$ cat config.mk
export PLATFORM = sky130hd
export DESIGN_NAME = adccs_top
export DESIGN_NICKNAME = d
export VERILOG_FILES = /design/src/common/adccs_pkg.sv /design/src/common/adccs_conv_if.sv /design/src/core/adccs_top.sv /design/src/core/adccs_sync3.sv /design/src/core/adccs_seq.sv
export VERILOG_INCLUDE_DIRS = /design/src /design/src/common
export SDC_FILE = /design/constraint.sdc
export NUM_CORES = 1
export LEC_CHECK = 0
export BUFFER_PORTS_ARGS = -buffer_cell sky130_fd_sc_hd__buf_2
export CAP_MARGIN = 0
export CORE_MARGIN = 5
export CORE_UTILIZATION = 40
export DETAILED_ROUTE_END_ITERATION = 12
export PLACE_DENSITY = 0.61
export SETUP_SLACK_MARGIN = 0.5
export SLEW_MARGIN = 10
export SYNTH_ARGS = -nofsm -noshare
export SYNTH_HDL_FRONTEND = slang
export SYNTH_SLANG_ARGS = --single-unit
$ cat constraint.sdc
create_clock -name REF_CLK -period 2.7 [get_ports REF_CLK]
set_clock_uncertainty 0.2 [all_clocks]
set_input_delay 0.135 -clock REF_CLK [delete_from_list [all_inputs] [get_ports REF_CLK]]
set_output_delay 0.135 -clock REF_CLK [all_outputs]
set_load 0.01 [all_outputs]
$ cat src/common/adccs_cfg.svh
// constants for the conversion control and serial port block
`ifndef ADCCS_CFG_SVH
`define ADCCS_CFG_SVH
// ----------------------------------------
// clock and timing
// ----------------------------------------
`define ADCCS_CLK_PERIOD_NS 10
`define ADCCS_SCLK_LOW_TIMEOUT_MS 28
`define ADCCS_SCLK_LOW_TIMEOUT_CYC ((`ADCCS_SCLK_LOW_TIMEOUT_MS * 1000000) / `ADCCS_CLK_PERIOD_NS)
// ----------------------------------------
// configuration word fields
// ----------------------------------------
`define ADCCS_CFG_START_BIT 15
`define ADCCS_CFG_MUX_HI 14
`define ADCCS_CFG_MUX_LO 12
`define ADCCS_CFG_GAIN_HI 11
`define ADCCS_CFG_GAIN_LO 9
`define ADCCS_CFG_MODE_BIT 8
`define ADCCS_CFG_RATE_HI 7
`define ADCCS_CFG_RATE_LO 5
`define ADCCS_CFG_RESET 16'h058B
// ----------------------------------------
// serial word
// ----------------------------------------
`define ADCCS_WORD_BITS 16
`endif

$ cat src/common/adccs_pkg.sv
// types for the conversion control and serial port block
`default_nettype none
package adccs_pkg;
  // conversion sequencer states, gray along idle-run-done
  typedef enum logic [1:0] {
    ADCCS_IDLE = 2'b00,
    ADCCS_RUN = 2'b01,
    ADCCS_DONE = 2'b11
  } adccs_state_e;
  // converter input pairing
  typedef struct packed {
    logic [1:0] pos_sel;
    logic [1:0] neg_sel;
    logic neg_gnd;
  } adccs_pair_s;
  typedef logic [15:0] adccs_word_t;
endpackage
`default_nettype wire

$ cat src/common/adccs_conv_if.sv
// link between the sequencer and the serial port
`default_nettype none
interface adccs_conv_if;
  import adccs_pkg::*;
  logic cfg_load;
  adccs_word_t cfg_word;
  adccs_word_t result;
  logic result_new;
  modport seq (input cfg_load, input cfg_word, output result, output result_new);
  modport port (output cfg_load, output cfg_word, input result, input result_new);
endinterface
`default_nettype wire

$ cat src/core/adccs_top.sv
// top of the conversion control and serial port block
`include "adccs_cfg.svh"
`default_nettype none
module adccs_top
  import adccs_pkg::*;
#(
  parameter int unsigned SCLK_TIMEOUT_CYC = `ADCCS_SCLK_LOW_TIMEOUT_CYC,
  parameter int unsigned RATE0_CYC = 781250,
  parameter int unsigned RATE1_CYC = 400000,
  parameter int unsigned RATE2_CYC = 204082,
  parameter int unsigned RATE3_CYC = 108696,
  parameter int unsigned RATE4_CYC = 62500,
  parameter int unsigned RATE5_CYC = 41667,
  parameter int unsigned RATE6_CYC = 30303,
  parameter int unsigned RATE7_CYC = 30303
)(
  input wire logic REF_CLK,
  input wire logic NRST,
  input wire logic CS_N,
  input wire logic SCLK,
  input wire logic SDI,
  output logic SERIAL_OUT_READY_N_O,
  output logic SERIAL_OUT_READY_N_OE,
  input wire logic [11:0] SAMPLE_IN,
  output logic [2:0] GAIN_SEL,
  output logic [1:0] POS_SEL,
  output logic [1:0] NEG_SEL,
  output logic NEG_GND,
  output logic CONV_ACTIVE
);
  // ----------------------------------------
  // synchronised pins
  // ----------------------------------------
  logic cs_n_s;
  logic sclk_s;
  logic sdi_s;
  // chip select idles high: reset the chain deselected so data out stays released
  adccs_sync3 #(.RST_VAL(1'b1)) u_sync_cs (.clk(REF_CLK), .rst_n(NRST), .din(CS_N), .dout(cs_n_s));
  adccs_sync3 u_sync_sclk (.clk(REF_CLK), .rst_n(NRST), .din(SCLK), .dout(sclk_s));
  adccs_sync3 u_sync_sdi (.clk(REF_CLK), .rst_n(NRST), .din(SDI), .dout(sdi_s));
  // ----------------------------------------
  // sequencer
  // ----------------------------------------
  adccs_conv_if cif ();
  adccs_pair_s pair;
  logic [31:0] cyc_tbl [8];
  logic [31:0] cyc_sel;
  assign cyc_tbl[0] = RATE0_CYC;
  assign cyc_tbl[1] = RATE1_CYC;
  assign cyc_tbl[2] = RATE2_CYC;
  assign cyc_tbl[3] = RATE3_CYC;
  assign cyc_tbl[4] = RATE4_CYC;
  assign cyc_tbl[5] = RATE5_CYC;
  assign cyc_tbl[6] = RATE6_CYC;
  assign cyc_tbl[7] = RATE7_CYC;
  adccs_seq u_seq (
    .clk(REF_CLK),
    .rst_n(NRST),
    .cif(cif),
    .sample_in(SAMPLE_IN),
    .gain_sel(GAIN_SEL),
    .pair_sel(pair),
    .conv_active(CONV_ACTIVE),
    .conv_cyc_sel(cyc_sel),
    .conv_cyc_tbl(cyc_tbl)
  );
  assign POS_SEL = pair.pos_sel;
  assign NEG_SEL = pair.neg_sel;
  assign NEG_GND = pair.neg_gnd;
  // ----------------------------------------
  // serial port state
  // ----------------------------------------
  logic sclk_d_ff;
  logic cs_d_ff;
  logic [31:0] low_cnt_ff;
  logic [4:0] bit_cnt_ff;
  adccs_word_t rx_ff;
  adccs_word_t tx_ff;
  logic out_ff;
  logic ready_ff;
  logic load_ff;
  adccs_word_t cfg_out_ff;
  // edge and event decode
  wire sclk_rise = sclk_s & ~sclk_d_ff;
  wire sclk_fall = ~sclk_s & sclk_d_ff;
  wire cs_fall = ~cs_n_s & cs_d_ff;
  // timeout ends on the first high clock, so that rising edge still shifts a bit
  wire timeout = ~sclk_s & (low_cnt_ff >= SCLK_TIMEOUT_CYC);
  wire port_reset = cs_n_s | timeout;
  wire word_end = sclk_fall & (bit_cnt_ff == 5'd15);
  wire first_bit = (bit_cnt_ff == 5'd0);
  wire [15:0] rx_next = {rx_ff[14:0], sdi_s};
  assign cif.cfg_load = load_ff;
  assign cif.cfg_word = cfg_out_ff;
  // ----------------------------------------
  // clock-low watchdog
  // ----------------------------------------
  always_ff @(posedge REF_CLK or negedge NRST) begin
    if (!NRST) begin
      low_cnt_ff <= 32'h0000_0000;
    end else if (sclk_s) begin
      low_cnt_ff <= 32'h0000_0000;
    end else if (!timeout) begin
      low_cnt_ff <= low_cnt_ff + 32'h0000_0001;
    end
  end
  // ----------------------------------------
  // edge history
  // ----------------------------------------
  always_ff @(posedge REF_CLK or negedge NRST) begin
    if (!NRST) begin
      sclk_d_ff <= 1'b0;
      cs_d_ff <= 1'b1;
    end else begin
      sclk_d_ff <= sclk_s;
      cs_d_ff <= cs_n_s;
    end
  end
  // ----------------------------------------
  // receive shifter, falling edge sample
  // ----------------------------------------
  always_ff @(posedge REF_CLK or negedge NRST) begin
    if (!NRST) begin
      bit_cnt_ff <= 5'd0;
      rx_ff <= 16'h0000;
      load_ff <= 1'b0;
      cfg_out_ff <= 16'h0000;
    end else begin
      load_ff <= 1'b0;
      if (port_reset) begin
        bit_cnt_ff <= 5'd0;
      end else if (sclk_fall) begin
        rx_ff <= rx_next;
        if (word_end) begin
          bit_cnt_ff <= 5'd0;
          load_ff <= 1'b1;
          cfg_out_ff <= rx_next;
        end else begin
          bit_cnt_ff <= bit_cnt_ff + 5'd1;
        end
      end
    end
  end
  // ----------------------------------------
  // transmit shifter and ready flag
  // ----------------------------------------
  always_ff @(posedge REF_CLK or negedge NRST) begin
    if (!NRST) begin
      tx_ff <= 16'h0000;
      out_ff <= 1'b1;
      ready_ff <= 1'b0;
    end else begin
      // new result wins over a clear in the same cycle
      if (cif.result_new) begin
        ready_ff <= 1'b1;
      end else if (sclk_rise && first_bit && !port_reset) begin
        ready_ff <= 1'b0;
      end
      if (port_reset || cs_fall) begin
        tx_ff <= cif.result;
        out_ff <= ~(ready_ff | cif.result_new);
      end else if (sclk_rise) begin
        out_ff <= tx_ff[15];
        tx_ff <= {tx_ff[14:0], 1'b0};
      end else if (first_bit && !sclk_s && !sclk_fall) begin
        // ready shown only between words; first data bit holds until next rise
        out_ff <= ~(ready_ff | cif.result_new);
      end
    end
  end
  assign SERIAL_OUT_READY_N_O = out_ff;
  assign SERIAL_OUT_READY_N_OE = ~cs_n_s;
endmodule
`default_nettype wire

$ cat src/core/adccs_sync3.sv
// three-stage input synchroniser with agreement filter
`default_nettype none
module adccs_sync3 #(
  parameter logic RST_VAL = 1'b0 // idle level of the pin, so reset shows no false edge
)(
  input wire logic clk,
  input wire logic rst_n,
  input wire logic din,
  output logic dout
);
  // ----------------------------------------
  // stages
  // ----------------------------------------
  logic s1_ff;
  logic s2_ff;
  logic s3_ff;
  logic q_ff;
  // shift chain; output follows when stage two and three agree
  always_ff @(posedge clk or negedge rst_n) begin
    if (!rst_n) begin
      s1_ff <= RST_VAL;
      s2_ff <= RST_VAL;
      s3_ff <= RST_VAL;
      q_ff <= RST_VAL;
    end else begin
      s1_ff <= din;
      s2_ff <= s1_ff;
      s3_ff <= s2_ff;
      if (s2_ff == s3_ff) begin
        q_ff <= s3_ff;
      end
    end
  end
  assign dout = q_ff;
endmodule
`default_nettype wire

$ cat src/core/adccs_seq.sv
// conversion sequencer: modes, timing and result register
`include "adccs_cfg.svh"
`default_nettype none
module adccs_seq
  import adccs_pkg::*;
(
  input wire logic clk,
  input wire logic rst_n,
  adccs_conv_if.seq cif,
  input wire logic [11:0] sample_in,
  output logic [2:0] gain_sel,
  output adccs_pair_s pair_sel,
  output logic conv_active,
  output logic [31:0] conv_cyc_sel,
  input wire logic [31:0] conv_cyc_tbl [8]
);
  // ----------------------------------------
  // state
  // ----------------------------------------
  adccs_state_e state_ff;
  adccs_state_e nxt_state;
  adccs_word_t cfg_ff;
  logic [31:0] cnt_ff;
  adccs_word_t res_ff;
  logic new_ff;
  // decoded fields
  wire mode_single = cfg_ff[`ADCCS_CFG_MODE_BIT];
  wire [2:0] mux_f = cfg_ff[`ADCCS_CFG_MUX_HI:`ADCCS_CFG_MUX_LO];
  // a word arriving now sets the length of the conversion it starts
  wire [2:0] rate_f = cif.cfg_load ? cif.cfg_word[`ADCCS_CFG_RATE_HI:`ADCCS_CFG_RATE_LO] :
    cfg_ff[`ADCCS_CFG_RATE_HI:`ADCCS_CFG_RATE_LO];
  wire start_req = cif.cfg_load & cif.cfg_word[`ADCCS_CFG_START_BIT];
  wire new_single = cif.cfg_word[`ADCCS_CFG_MODE_BIT];
  wire cnt_end = (cnt_ff == 32'h0000_0000);
  assign gain_sel = cfg_ff[`ADCCS_CFG_GAIN_HI:`ADCCS_CFG_GAIN_LO];
  assign conv_cyc_sel = conv_cyc_tbl[rate_f];
  assign conv_active = (state_ff == ADCCS_RUN);
  assign cif.result = res_ff;
  assign cif.result_new = new_ff;
  // ----------------------------------------
  // input pair decode
  // ----------------------------------------
  always_comb begin
    pair_sel = '{pos_sel: 2'd0, neg_sel: 2'd1, neg_gnd: 1'b0};
    case (mux_f)
      3'd0: pair_sel = '{2'd0, 2'd1, 1'b0};
      3'd1: pair_sel = '{2'd0, 2'd3, 1'b0};
      3'd2: pair_sel = '{2'd1, 2'd3, 1'b0};
      3'd3: pair_sel = '{2'd2, 2'd3, 1'b0};
      3'd4: pair_sel = '{2'd0, 2'd0, 1'b1};
      3'd5: pair_sel = '{2'd1, 2'd0, 1'b1};
      3'd6: pair_sel = '{2'd2, 2'd0, 1'b1};
      default: pair_sel = '{2'd3, 2'd0, 1'b1};
    endcase
  end
  // ----------------------------------------
  // next state
  // ----------------------------------------
  always_comb begin
    nxt_state = state_ff;
    case (state_ff)
      ADCCS_IDLE: begin
        // single shot on request, continuous starts on its own
        if (cif.cfg_load && (start_req || !new_single)) begin
          nxt_state = ADCCS_RUN;
        end
      end
      ADCCS_RUN: begin
        if (cnt_end) begin
          nxt_state = ADCCS_DONE;
        end
      end
      ADCCS_DONE: begin
        if (!mode_single) begin
          nxt_state = ADCCS_RUN;
        end else begin
          nxt_state = ADCCS_IDLE;
        end
      end
      default: nxt_state = ADCCS_IDLE;
    endcase
  end
  // ----------------------------------------
  // registers; power-up idle with defaults
  // ----------------------------------------
  always_ff @(posedge clk or negedge rst_n) begin
    if (!rst_n) begin
      state_ff <= ADCCS_IDLE;
      cfg_ff <= `ADCCS_CFG_RESET;
      cnt_ff <= 32'h0000_0000;
      res_ff <= 16'h0000;
      new_ff <= 1'b0;
    end else begin
      state_ff <= nxt_state;
      if (cif.cfg_load) begin
        cfg_ff <= cif.cfg_word;
      end
      // conversion length follows the rate field
      if (nxt_state == ADCCS_RUN && state_ff != ADCCS_RUN) begin
        cnt_ff <= conv_cyc_sel;
      end else if (!cnt_end) begin
        cnt_ff <= cnt_ff - 32'h0000_0001;
      end
      // result left-justified, low nibble zero
      if (state_ff == ADCCS_RUN && cnt_end) begin
        res_ff <= {sample_in, 4'h0};
      end
      new_ff <= (state_ff == ADCCS_RUN) && cnt_end;
    end
  end
endmodule
`default_nettype wire

### Yosys cells after proc, flatten, opt, wreduce, memory -nomap -nowiden

Memories as Yosys holds them, arrays and structs flattened.
Cells that the tools add are included.

* bits in registers: 163
* bits in latches: 0
* memory bits (writable): 0
* ROM bits: 256
* input bits: 17
* output and inout port bits: 11
* logic and storage cells: 111
* memories kept: 1

Memories
* (no name shown): words 8, width 32, rd ports 1, clocked after Yosys merged registers in 0, write ports 0, line adccs_seq.sv:36 `assign conv_cyc_sel = conv_cyc_tbl[rate_f];`

* add/sub/neg operators: 3
* $mul: 0
* divide/modulo/power cells: 0
* magnitude comparators: 2
* equality and inequality tests: 16
* shift operators: 0
* multiplexer cells: 25
* bitwise operators: 14
* reductions and logical operators: 23

Operator list (number)
* 32-bit two-way mux: 6
* 5-bit one-hot mux with 7 select lines: 1
* 32-bit by 1-bit adder with 32-bit output, second input constant: 1
* 32-bit by 22-bit greater-or-equal comparator with 1-bit output, second input constant: 1
* 32-bit zero test: 1
* 16-bit two-way mux: 2
* 32-bit by 1-bit subtractor with 32-bit output, second input constant: 1
* 5-bit two-way mux: 3
* 3-bit == test, second input constant: 3
* 1-bit two-way mux: 9
* 1-bit logical AND: 7
* 1-bit AND: 6
* 3-bit by 2-bit == test with 1-bit output, second input constant: 2
* 2-bit one-hot mux with 3 select lines: 1
* 2-bit nonzero test: 3
* 5-bit by 1-bit adder with 5-bit output, second input constant: 1
* 5-bit by 4-bit == test with 1-bit output, second input constant: 1
* 5-bit zero test: 1
* 1-bit NOT: 5
* 2-bit by 1-bit == test with 1-bit output, second input constant: 2
* 4-bit greater-or-equal comparator, second input constant: 1
* 1-bit zero test: 4
* 2-bit two-way mux: 2
* 2-bit by 1-bit inequality test with 1-bit output, second input constant: 2
* 13 further kinds: 17

### Logic depth before layout (Yosys ltp)

Gate-level depths: netlist of run 1.

* depth in word-level cells: 8
* mapped depth: 9
* depth with buffers taken out: 7

### Cells and area by module

Synthesis of run 1 repeated with hierarchy kept, for this count alone.

* cell total of the unflattened synthesis: 1132
* area, all modules: 10963.0 sq um

By module, submodules not included
* adccs_seq: instances 1, cells an instance 780, area each 6482.5 sq um, seq. area each 1430.1 sq um
* adccs_top: instances 1, cells an instance 337, area each 4141.5 sq um, seq. area each 2229.6 sq um
* adccs_sync3 at u_sync_sclk ...: instances 2, cells an instance 5, area each 111.4 sq um, seq. area each 100.1 sq um
* adccs_sync3 at u_sync_cs: instances 1, cells an instance 5, area each 116.4 sq um, seq. area each 105.1 sq um

### Worst setup path before layout of run 1

No wires, ideal clock.

* kind: register -> register
* start: register u_seq.cnt_ff[16]
* end: register u_seq.res_ff[10], in the netlist u_seq.cif.result[10]
* setup time: 0.125 ns
* arrival: 2.239 ns
* data required time: 2.375 ns
* setup slack: 0.136 ns
* stages on the path, launching flop included: 8
* buffers on the path: 2
* clock period less this slack: 2.564 ns
* path through: dfrtp_1 or3_4 or3_1 buf_2 nor4_4 nand2_2 buf_6 mux2_4

* longest elaborated chain between the ends: 2

Ends and longest elaborated chain
* start, declared: line adccs_seq.sv:23 `logic [31:0] cnt_ff;`
* start signal, assigned: line adccs_seq.sv:100 `cnt_ff <= conv_cyc_sel;`
* start signal, assigned: line adccs_seq.sv:102 `cnt_ff <= cnt_ff - 32'h0000_0001;`
* 32-bit zero test: line adccs_seq.sv:34 `wire cnt_end = (cnt_ff == 32'h0000_0000);`
* 1-bit logical AND: line adccs_seq.sv:105 `if (state_ff == ADCCS_RUN && cnt_end) begin`
* end signal, assigned: line adccs_seq.sv:106 `res_ff <= {sample_in, 4'h0};`
* end, declared: line adccs_seq.sv:24 `adccs_word_t res_ff;`

No other way between the ends.
A chain may end at the register's enable or synchronous reset.

### Worst setup path in the final report of run 1

* start: register u_seq.cnt_ff[24]
* end: register u_seq.cnt_ff[31]

* longest elaborated chain between the ends: 6
* elaborated cells between the ends (all ways): 9
* those cells by class: add/sub: 1; eq/ne: 2; mux: 4; reduce/logical: 2

Ends and longest elaborated chain
* branches (longest 6 deep; another with 32-bit by 1-bit subtractor with 32-bit output)

Parallel ways; which one is timed is not known. The select of a mux whose other input is x is not followed.

==> results summary, run 1 <==
The library cell occupying the most area in the post-synthesis netlist is sky130_fd_sc_hd__dfrtp_1. After the last flow step, the layout net total stands at 794. The final worst-path cycle share is 0.9025. The die area came out at 20520 µm².

The number of antenna diodes in the final layout is 0. The deepest level of the CTS H-tree is 4. The flow ran to the end, and the final reports show no timing, DRC or antenna violations.

The net count of the mapped netlist is 692. The final count of pins violating max slew came out at 0. The finished layout holds 1004 standard cells, fillers aside. In the final routed layout, each cell accounts on average for 17.31 µm. For this configuration, the core starts out at a cell density of 0.4092. Hold is met by 0.1074 ns. Setup repair after global routing could not meet its margin everywhere.

The post-synthesis to final-layout area growth is 35.95%. The most common flop cell mapped by yosys is sky130_fd_sc_hd__dfrtp_1. The number of port buffers came out at 27. The synthesized area divided by synthesized cell count is 10.70 µm². The width of the die came out at 143.3 µm. The number of sinks handled by clock tree synthesis is 149. The combined global-route utilization of all metal layers came out at 0.1695. In this run the worst hold path is classified as primary input to async pin.

After floorplanning, the core was divided into 48 placement rows. The total placed cells including tap cells came out at 901. The global routing met1 resource utilization came out at 0.2238. Counting the buffers created by CTS gives 17. The vias after detailed routing is 5589. Among all cell types in the netlist, the one instantiated most often is sky130_fd_sc_hd__dfrtp_1. The via count of the first global-routing pass is 5611. The met2 track demand over resource in global routing came out at 0.2750. Counting every instance in the synthesized netlist gives 664. The count of cell types in the netlist is 63.

The length of the first detailed-routing pass in iterations is 5. The post-DP HPWL came out at 9810 µm. The area after detailed placement is 7667 µm².

The slew at the pin closest to its max-slew limit came out at 0.7219 ns. The routability congestion estimate from global placement came out at 0.8616. The endpoint required time on the critical path came out at 2.85 ns. The routed via count divided by cell count came out at 5.567.

By count the netlist is led by sky130_fd_sc_hd__dfrtp_1 (140), sky130_fd_sc_hd__nand2_1 (72), sky130_fd_sc_hd__mux2_2 (48), sky130_fd_sc_hd__a21oi_1 (41), sky130_fd_sc_hd__nor2_1 (38). The remaining global-route overflow came out at 0. The number of antenna violations at the first check in global routing came out at 0. The final-report hold violation count came to 0. Summed over all layers, the routed wires come to 17380 µm. Derived from the worst setup path, the maximum achievable clock frequency is 0.4104 GHz. After synthesis, the cell types taking the most area are sky130_fd_sc_hd__dfrtp_1 (49%), sky130_fd_sc_hd__mux2_2 (7.6%), sky130_fd_sc_hd__nand2_1 (3.8%). The number of primary I/O pins came out at 28. The sum of negative setup slack is 0 ns.

Yosys mapped a number of flops with a built-in enable equal to 0. VDD sags by at most 0.4930 mV. The latest clock arrival within the worst-skew pair is 0.42 ns.

The startpoint-to-endpoint class of the critical path is register to register. The peak fanout along the critical path is 3. In the final layout, the share of cells above drive strength 1 is 0.3941. Counting flops with an async set or reset pin after synthesis yields a share of 1.000. The area share of the largest cell type after synthesis is 0.4932.

The post-route standard cell area excluding fillers is 9657 µm². In the final layout, the multi-input gates occupy 3855 µm². STA classifies the critical path endpoint as a register. For this run, the number of Yosys warnings is 0.

After layout, the minimum clock period comes to 2.437 ns. The number of fillers in the final layout came out at 1436. Registers take 3747 µm². Across the run, the number of max-cap violations was 0. For this block, the initial DRC count from the detailed router was 345.

The final antenna-violating net count is 0. The total power per unit cell area came out at 554.4 nW/µm². For this run, global-route usage on met3 was measured as 0.04153. Clock tree synthesis selected as its root buffer the cell sky130_fd_sc_hd__clkbuf_16. The region available for standard cell placement spans 17360 µm². The final setup violation count is 0. The clock edge transition at the registers on the reported setup and hold paths is 0.06 ns. The flip-flop and latch count after synthesis is 149. For the worst setup path, the data arrival time is 2.58 ns. The netlist area before placement is 7103 µm². The sequential element share of the synthesized area came out at 0.5265.

The global-route wire length before repair is 28080 µm. TritonCTS built the clock tree. The maximum buffer depth of the clock tree is 2. The number of design rule violations left after detail routing came out at 0. The chip height came out at 143.3 µm. The worst setup path is launched from a register. The pin count of the biggest net entering global routing is 69.

The standby leakage power is 4.408 nW. The share of the core filled with cells came out at 0.5564. In this run the most used layer during global routing was met2. The worst max-slew margin expressed relative to the limit is 0.5169.
## cell families (layout without fill, tap and decap cells)
kind of cell | Yosys count | after routing | share of synthesized area
compound gates | 116 | 117 | 0.1038
xor+xnor | 20 | 20 | 0.02466
fa+ha+maj | 14 | 14 | 0.02360
buf+inv | 53 | 166 | 0.03171
flops | 149 | 149 | 0.5265
mux | 62 | 62 | 0.1029
simple gates | 250 | 251 | 0.1869
## layout by cell type (no fill, tap or decap), types with 6 or more instances in the layout
| cell type | synthesis | routed |
|---|---|---|
| sky130_fd_sc_hd__a21oi_1 | 41 | 27 |
| sky130_fd_sc_hd__a21oi_2 | 0 | 13 |
| sky130_fd_sc_hd__a31oi_1 | 6 | 6 |
| sky130_fd_sc_hd__buf_12 | 0 | 6 |
| sky130_fd_sc_hd__buf_2 | 3 | 26 |
| sky130_fd_sc_hd__buf_4 | 4 | 49 |
| sky130_fd_sc_hd__buf_6 | 1 | 16 |
| sky130_fd_sc_hd__clkbuf_16 | 0 | 18 |
| sky130_fd_sc_hd__dfrtp_1 | 140 | 134 |
| sky130_fd_sc_hd__dfrtp_2 | 0 | 6 |
| sky130_fd_sc_hd__dfstp_2 | 9 | 9 |
| sky130_fd_sc_hd__dlygate4sd3_1 | 0 | 16 |
| sky130_fd_sc_hd__ha_1 | 11 | 10 |
| sky130_fd_sc_hd__inv_1 | 13 | 13 |
| sky130_fd_sc_hd__mux2_2 | 48 | 26 |
| sky130_fd_sc_hd__mux2_4 | 10 | 32 |
| sky130_fd_sc_hd__nand2_1 | 72 | 70 |
| sky130_fd_sc_hd__nand3_1 | 18 | 15 |
| sky130_fd_sc_hd__nand3b_1 | 6 | 6 |
| sky130_fd_sc_hd__nand4_1 | 10 | 10 |
| sky130_fd_sc_hd__nor2_1 | 38 | 37 |
| sky130_fd_sc_hd__nor2b_1 | 15 | 14 |
| sky130_fd_sc_hd__nor3_1 | 14 | 10 |
| sky130_fd_sc_hd__nor4_2 | 1 | 6 |
| sky130_fd_sc_hd__nor4_4 | 1 | 7 |
| sky130_fd_sc_hd__o21ai_0 | 17 | 12 |
| sky130_fd_sc_hd__o31ai_1 | 15 | 8 |
| sky130_fd_sc_hd__o31ai_4 | 0 | 6 |
| sky130_fd_sc_hd__or3_1 | 16 | 8 |
| sky130_fd_sc_hd__or3_4 | 1 | 9 |
| sky130_fd_sc_hd__or4_1 | 18 | 6 |
| sky130_fd_sc_hd__or4_4 | 0 | 12 |
| sky130_fd_sc_hd__xnor2_1 | 17 | 17 |
## final cells by class
class	instances	area share
Clock buffer	19	0.04587
Clock inverter	13	0.01853
Inverter	14	0.005442
Multi-Input combinational cell	464	0.3992
Sequential cell	149	0.3881
Tap cell	225	0.02915
Timing Repair Buffer	120	0.1138
## stage by stage
step | total power, mW | setup WS (ns)
2_1_floorplan | 2.686 | 0.2628
3_3_place_gp | 2.800 | 0.1567
3_5_place_dp | 2.817 | 0.1048
4_1_cts | 5.394 | 0.2639
5_1_grt | 5.577 | 0.2059
6_report | 5.354 | 0.2633
## metal layers
| layer | up-vias | share of wire |
|---|---|---|
| met3 | 24 | 0.035 |
| met5 | - | 0 |
| met4 | 0 | 0.014 |
| met1 | 2844 | 0.45 |
| li1 | 2613 | - |
| met2 | 108 | 0.50 |
## critical path, cell delays in order (launching register included)
cell and delay, ns:
sky130_fd_sc_hd__dfrtp_1 0.38, sky130_fd_sc_hd__or4_4 0.55, sky130_fd_sc_hd__or4_4 0.44, sky130_fd_sc_hd__or3_4 0.34, sky130_fd_sc_hd__or3_1 0.33, sky130_fd_sc_hd__a21oi_2 0.12
## flip-flops by register name, indices dropped and copies added (netlist names), 2 cells and up
signal            cells
cfg_out_ff           11
bit_cnt_ff            5
tx_ff                12
u_seq.state_ff        2
rx_ff                15
u_seq.cif.result     12
u_seq.cfg_ff         10
u_seq.cnt_ff         32
low_cnt_ff           32
## repair_timing
action,CTS,global route
endpoints found under the hold margin,80,0
hold buffers,16,0
gates cloned,3,2
pin swaps,34,34
resized for setup,78,77
buffers inserted,33,17
endpoints found under the setup margin,90,107
## report_power, final
part	internal [mW]	leakage (nW)	switching, mW
Clock	1.57	0.308	0.936
Combinational	0.217	2.15	0.186
Sequential	2.36	1.95	0.0854
Total	4.15	4.41	1.21
## final timing paths
kind	slack, ns	depth (start not counted)	startpoint	endpoint
worst max-delay path	0.26	5	u_seq.cnt_ff[24]	u_seq.cnt_ff[31]
worst min-delay path	0.11	2	NRST	low_cnt_ff[13]
worst max register to register	0.26	5	u_seq.cnt_ff[24]	u_seq.cnt_ff[31]
worst min register to register	0.15	0	u_sync_sdi.s1_ff	u_sync_sdi.s2_ff
max in group asynchronous	1.34	3	NRST	u_sync_cs.s2_ff
min in group REF_CLK	0.15	2	SDI	u_sync_sdi.s1_ff
Power figures use the tool's default switching activity.
==> run 2, diff against run 1 <==
--- a/config.mk
+++ b/config.mk
@@ -6,7 +6,8 @@
 export SDC_FILE = /design/constraint.sdc
 export NUM_CORES = 1
 export LEC_CHECK = 0
-export BUFFER_PORTS_ARGS = -buffer_cell sky130_fd_sc_hd__buf_2
+export ABC_AREA = 1
+export BUFFER_PORTS_ARGS = -buffer_cell sky130_fd_sc_hd__buf_4
 export CAP_MARGIN = 0
 export CORE_MARGIN = 5
 export CORE_UTILIZATION = 40
==> run 2 against run 1 <==
Effect of this change: synthesized cell count rose by 44%; register-to-register slack improved by 0.35 ns; sequential power barely moved; critical path depth rose by 4; core utilization fell by 7.1 points; die area rose by 7.7%; clock-buffer cell count fell by 2; clock power fell by 6%; combinational power rose to 3.1 times the previous value; area after synthesis rose by 8.3%; global-route usage fell by 0.29 points; non-clock buffer count fell by 49; critical path type unchanged.
==> results summary, run 2 <==
The run finished with clean final reports. The post-synthesis to final-layout area growth is 18.72%. The cell count after synthesis came out at 958 (+44%).

The length of the first detailed-routing pass in iterations came out at 5 (unchanged). The number of buffers created by CTS is 17 (unchanged). The standard-cell row count came out at 50 (+4.2%). The buffer and inverter count on the worst path came to 2 (+2). The number of primary I/O pins came out at 28 (unchanged). In the layout the commonest cells are sky130_fd_sc_hd__nand2_1 (263), sky130_fd_sc_hd__dfrtp_1 (139), sky130_fd_sc_hd__nor2_1 (117), sky130_fd_sc_hd__inv_1 (99), sky130_fd_sc_hd__nand4_1 (53). The worst max-slew margin expressed relative to the limit is 0.5390 (+0.02205).

The sequential element share of the synthesized area came out at 0.4860 (-0.04049). The die area is 22110 µm² (+7.7%). The total core area is 18830 µm² (+8.5%). The worst setup path is captured at a register. The chip height is 148.7 µm (+3.8%). The combined global-route utilization of all metal layers is 0.1666 (-0.002919). The latest clock arrival within the worst-skew pair came out at 0.43 ns (about the same). The number of sinks handled by clock tree synthesis came to 149 (unchanged).

The delay of the slowest critical-path stage is 0.38 ns (-0.17 ns). The post-DP HPWL came out at 11710 µm (+19%). The number of design rule violations left after detail routing came out at 0 (unchanged). The number of antenna violations at the first check in global routing is 0 (unchanged).

The leading cell type in the layout, fill and taps excluded is sky130_fd_sc_hd__nand2_1. Traced cell by cell, the critical path runs through inv_1 > ha_4 > nand2_4 > nor2_8 > nand4_4 > inv_2 > nand3_4 > nor2_4 > o21ai_0. The routability congestion estimate from global placement is 0.8861 (+2.8%). Setup repair after global routing could not meet its margin everywhere. The area share of the largest cell type after synthesis is 0.4553 (-0.03793). The endpoint required time on the critical path came out at 2.81 ns (-0.04 ns). The number of enable-type register cells in the synthesized netlist came out at 0 (unchanged). The share of flip-flops with an asynchronous set or reset is 1.000 (unchanged).

The count of cell types in the netlist was 45 (-29%). The number of DRC violations after detailed-routing iteration 0 is 302 (-12%). The synthesized area divided by synthesized cell count came out at 8.032 µm² (-25%). The number of fillers in the final layout came out at 1817 (+27%). The remaining global-route overflow is 0 (unchanged). The peak fanout along the critical path is 7 (+4).

The standby leakage power is 4.699 nW (+6.6%). Of all cell types, the one taking the most synthesized area is sky130_fd_sc_hd__dfrtp_1. The global-route wire length before repair is 30150 µm (+7.3%). The setup slack of the critical path after layout is 0.6176 ns (+0.3543 ns). The final net count is 1046 (+32%). The worst IR drop on VDD is 0.4086 mV (-17%).

The startpoint-to-endpoint class of the critical path is register to register. The clock edge transition at the registers on the reported setup and hold paths came out at 0.08 ns (+0.02 ns). The netlist area before placement is 7695 µm² (+8.3%).

The total area of sequential cells is 3741 µm² (-0.17%). The combined area of the multi-input logic cells was 3423 µm² (-11%). The number of port buffers is 27 (unchanged). The family with the most delay on the worst path is simple AND/OR/NAND/NOR gates. After synthesis, the most frequently instantiated cells are sky130_fd_sc_hd__nand2_1 (263), sky130_fd_sc_hd__dfrtp_1 (140), sky130_fd_sc_hd__nor2_1 (120), sky130_fd_sc_hd__inv_1 (102), sky130_fd_sc_hd__nand4_1 (53). The highest clock frequency the design can meet came to 0.4802 GHz (+17%). The dominant cell by count in the synthesized netlist is sky130_fd_sc_hd__nand2_1. The worst setup path is launched from a register. The vias after detailed routing was 6263 (+12%). The min-delay analysis places its worst path in the category primary input to async pin. TritonCTS built the clock tree. The arrival time at the worst endpoint is 2.19 ns (-0.39 ns). The final count of pins violating max slew came out at 0 (unchanged). The slowest cell on the critical path is sky130_fd_sc_hd__dfrtp_1. The wire length per cell came out at 13.40 µm (-23%). The initial standard-cell utilization of the core is 0.4086 (-0.0006038).

The cell sitting at the root of the clock tree is a sky130_fd_sc_hd__clkbuf_16. The minimum clock period is 2.082 ns (-0.3543 ns). The total power per unit cell area is 665.4 nW/µm² (+20%). The slew at the pin closest to its max-slew limit came out at 0.6907 ns (-0.03117 ns). The width of the die is 148.7 µm (+3.8%). For this run, the leading register cell type out of synthesis is sky130_fd_sc_hd__dfrtp_1. The final setup violation count is 0 (unchanged). The flip-flop and latch count after synthesis came out at 149 (unchanged). The number of maximum-capacitance violations is 0 (unchanged).

The net count of the mapped netlist is 986 (+42%). The deepest level of the CTS H-tree came out at 4 (unchanged). The largest registers in the layout are low_cnt_ff (32), u_seq.cnt_ff (32), rx_ff (15). The sum of negative setup slack is 0 ns (unchanged).

The routed via count divided by cell count is 4.851 (-13%). The final worst-path cycle share is 0.7713 (-0.1312). The number of warnings reported in the yosys synthesis log came out at 0 (unchanged). The via count of the first global-routing pass came out at 6176 (+10%).

Yosys attributes the largest share of cell area to sky130_fd_sc_hd__dfrtp_1 (46%), sky130_fd_sc_hd__nand2_1 (13%), sky130_fd_sc_hd__nor2_1 (5.9%). The pin count of the biggest net entering global routing is 64 (-7.2%). The share of cells above drive strength 1 is 0.1523 (-0.2418).

The final routed wirelength across all metal layers is 17300 µm (-0.47%). The number of antenna cells inserted is 0 (unchanged). The post-placement worst setup slack came out at 0.2887 ns (+0.1838 ns). The overall power is 6.078 mW (+14%).

The final antenna-violating net count came out at 0 (unchanged). The maximum buffer depth of the clock tree is 2 (unchanged). The final-report hold violation count came out at 0 (unchanged).
## run 2: changes by cell type in the layout (fill, tap and decap cells not counted), moves of 32 or more
cell,delta
sky130_fd_sc_hd__nor2_1,+80
sky130_fd_sc_hd__inv_1,+86
sky130_fd_sc_hd__nand2_1,+193
sky130_fd_sc_hd__o21ai_0,+34
sky130_fd_sc_hd__mux2_4,-32
sky130_fd_sc_hd__nand4_1,+43
## run 2: path summary, 6_finish.rpt
| check | startpoint | endpoint | slack, ns | cells after the start |
|---|---|---|---|---|
| setup / recovery | u_seq.cnt_ff[1] | u_seq.cif.result[6] | 0.62 | 9 |
| hold / removal | NRST | low_cnt_ff[6] | 0.09 | 2 |
| setup reg to reg | u_seq.cnt_ff[1] | u_seq.cif.result[6] | 0.62 | 9 |
| hold reg to reg | u_sync_cs.s1_ff | u_sync_cs.s2_ff | 0.16 | 0 |
| max in group asynchronous | NRST | u_seq.cfg_ff[7] | 1.48 | 3 |
| min in group REF_CLK | u_sync_cs.s1_ff | u_sync_cs.s2_ff | 0.16 | 0 |
## run 2: power breakdown
part | switching [mW] | internal, mW | leakage, nW
Combinational | 0.774 | 0.468 | 2.50
Sequential | 0.0847 | 2.39 | 1.91
Clock | 1.11 | 1.26 | 0.297
Total | 1.97 | 4.11 | 4.70
## run 2: routing by layer
layer	vias up	routed length, µm	GRT usage
met3	17	567	0.03565
met5	-	0	0
met4	0	196	0.04988
met1	2954	8426	0.2315
met2	97	8110	0.2630
li1	3195	-	-
## run 2: worst reg2reg max path: cells and delay by family (launching register included)
kind                       cells  cell delay, ns
buffers and inverters          2            0.22
DFF                            1            0.38
and+or+nand+nor                5            0.87
adders and majority gates      1            0.18
AOI/OAI and AO/OA              1            0.12
## run 2: cells by family (layout without fill, tap and decap cells)
kind of cell	after synthesis	after routing	share of synthesized area
flops	149	149	0.4860
compound gates	90	90	0.06781
simple gates	542	544	0.3182
fa+ha+maj	14	14	0.02179
xor+xnor	24	24	0.02732
buf+inv	139	210	0.07886
## run 2: layout make-up
cell class                      count  share of cell area
Clock inverter                     15             0.02041
Multi-Input combinational cell    672              0.3747
Timing Repair Buffer               71             0.06917
Tap cell                          260             0.03561
Sequential cell                   149              0.4095
Clock buffer                       17             0.04657
Inverter                          107             0.04397
## run 2: per-stage QoR
step	std cells	instance area [µm²]	util	hold WS [ns]
final	1291	9135	0.4851	0.08764
after global placement	1228	8159	0.4333	-0.006268
after CTS	1283	9011	0.4785	0.1089
after global routing	1291	9135	0.4851	0.1540
after floorplan	958	7695	-	-0.3606
after detailed placement	1228	8159	0.4333	-0.01060
## run 2: what timing repair did
item / in CTS / in global routing
cloned: 1 / 1
endpoints found under the hold margin: 87 / 0
gates resized for setup: 6 / 12
setup endpoints to repair: 36 / 79
pin swaps: 2 / 5
hold buffers: 16 / 0
setup buffers: 6 / 7
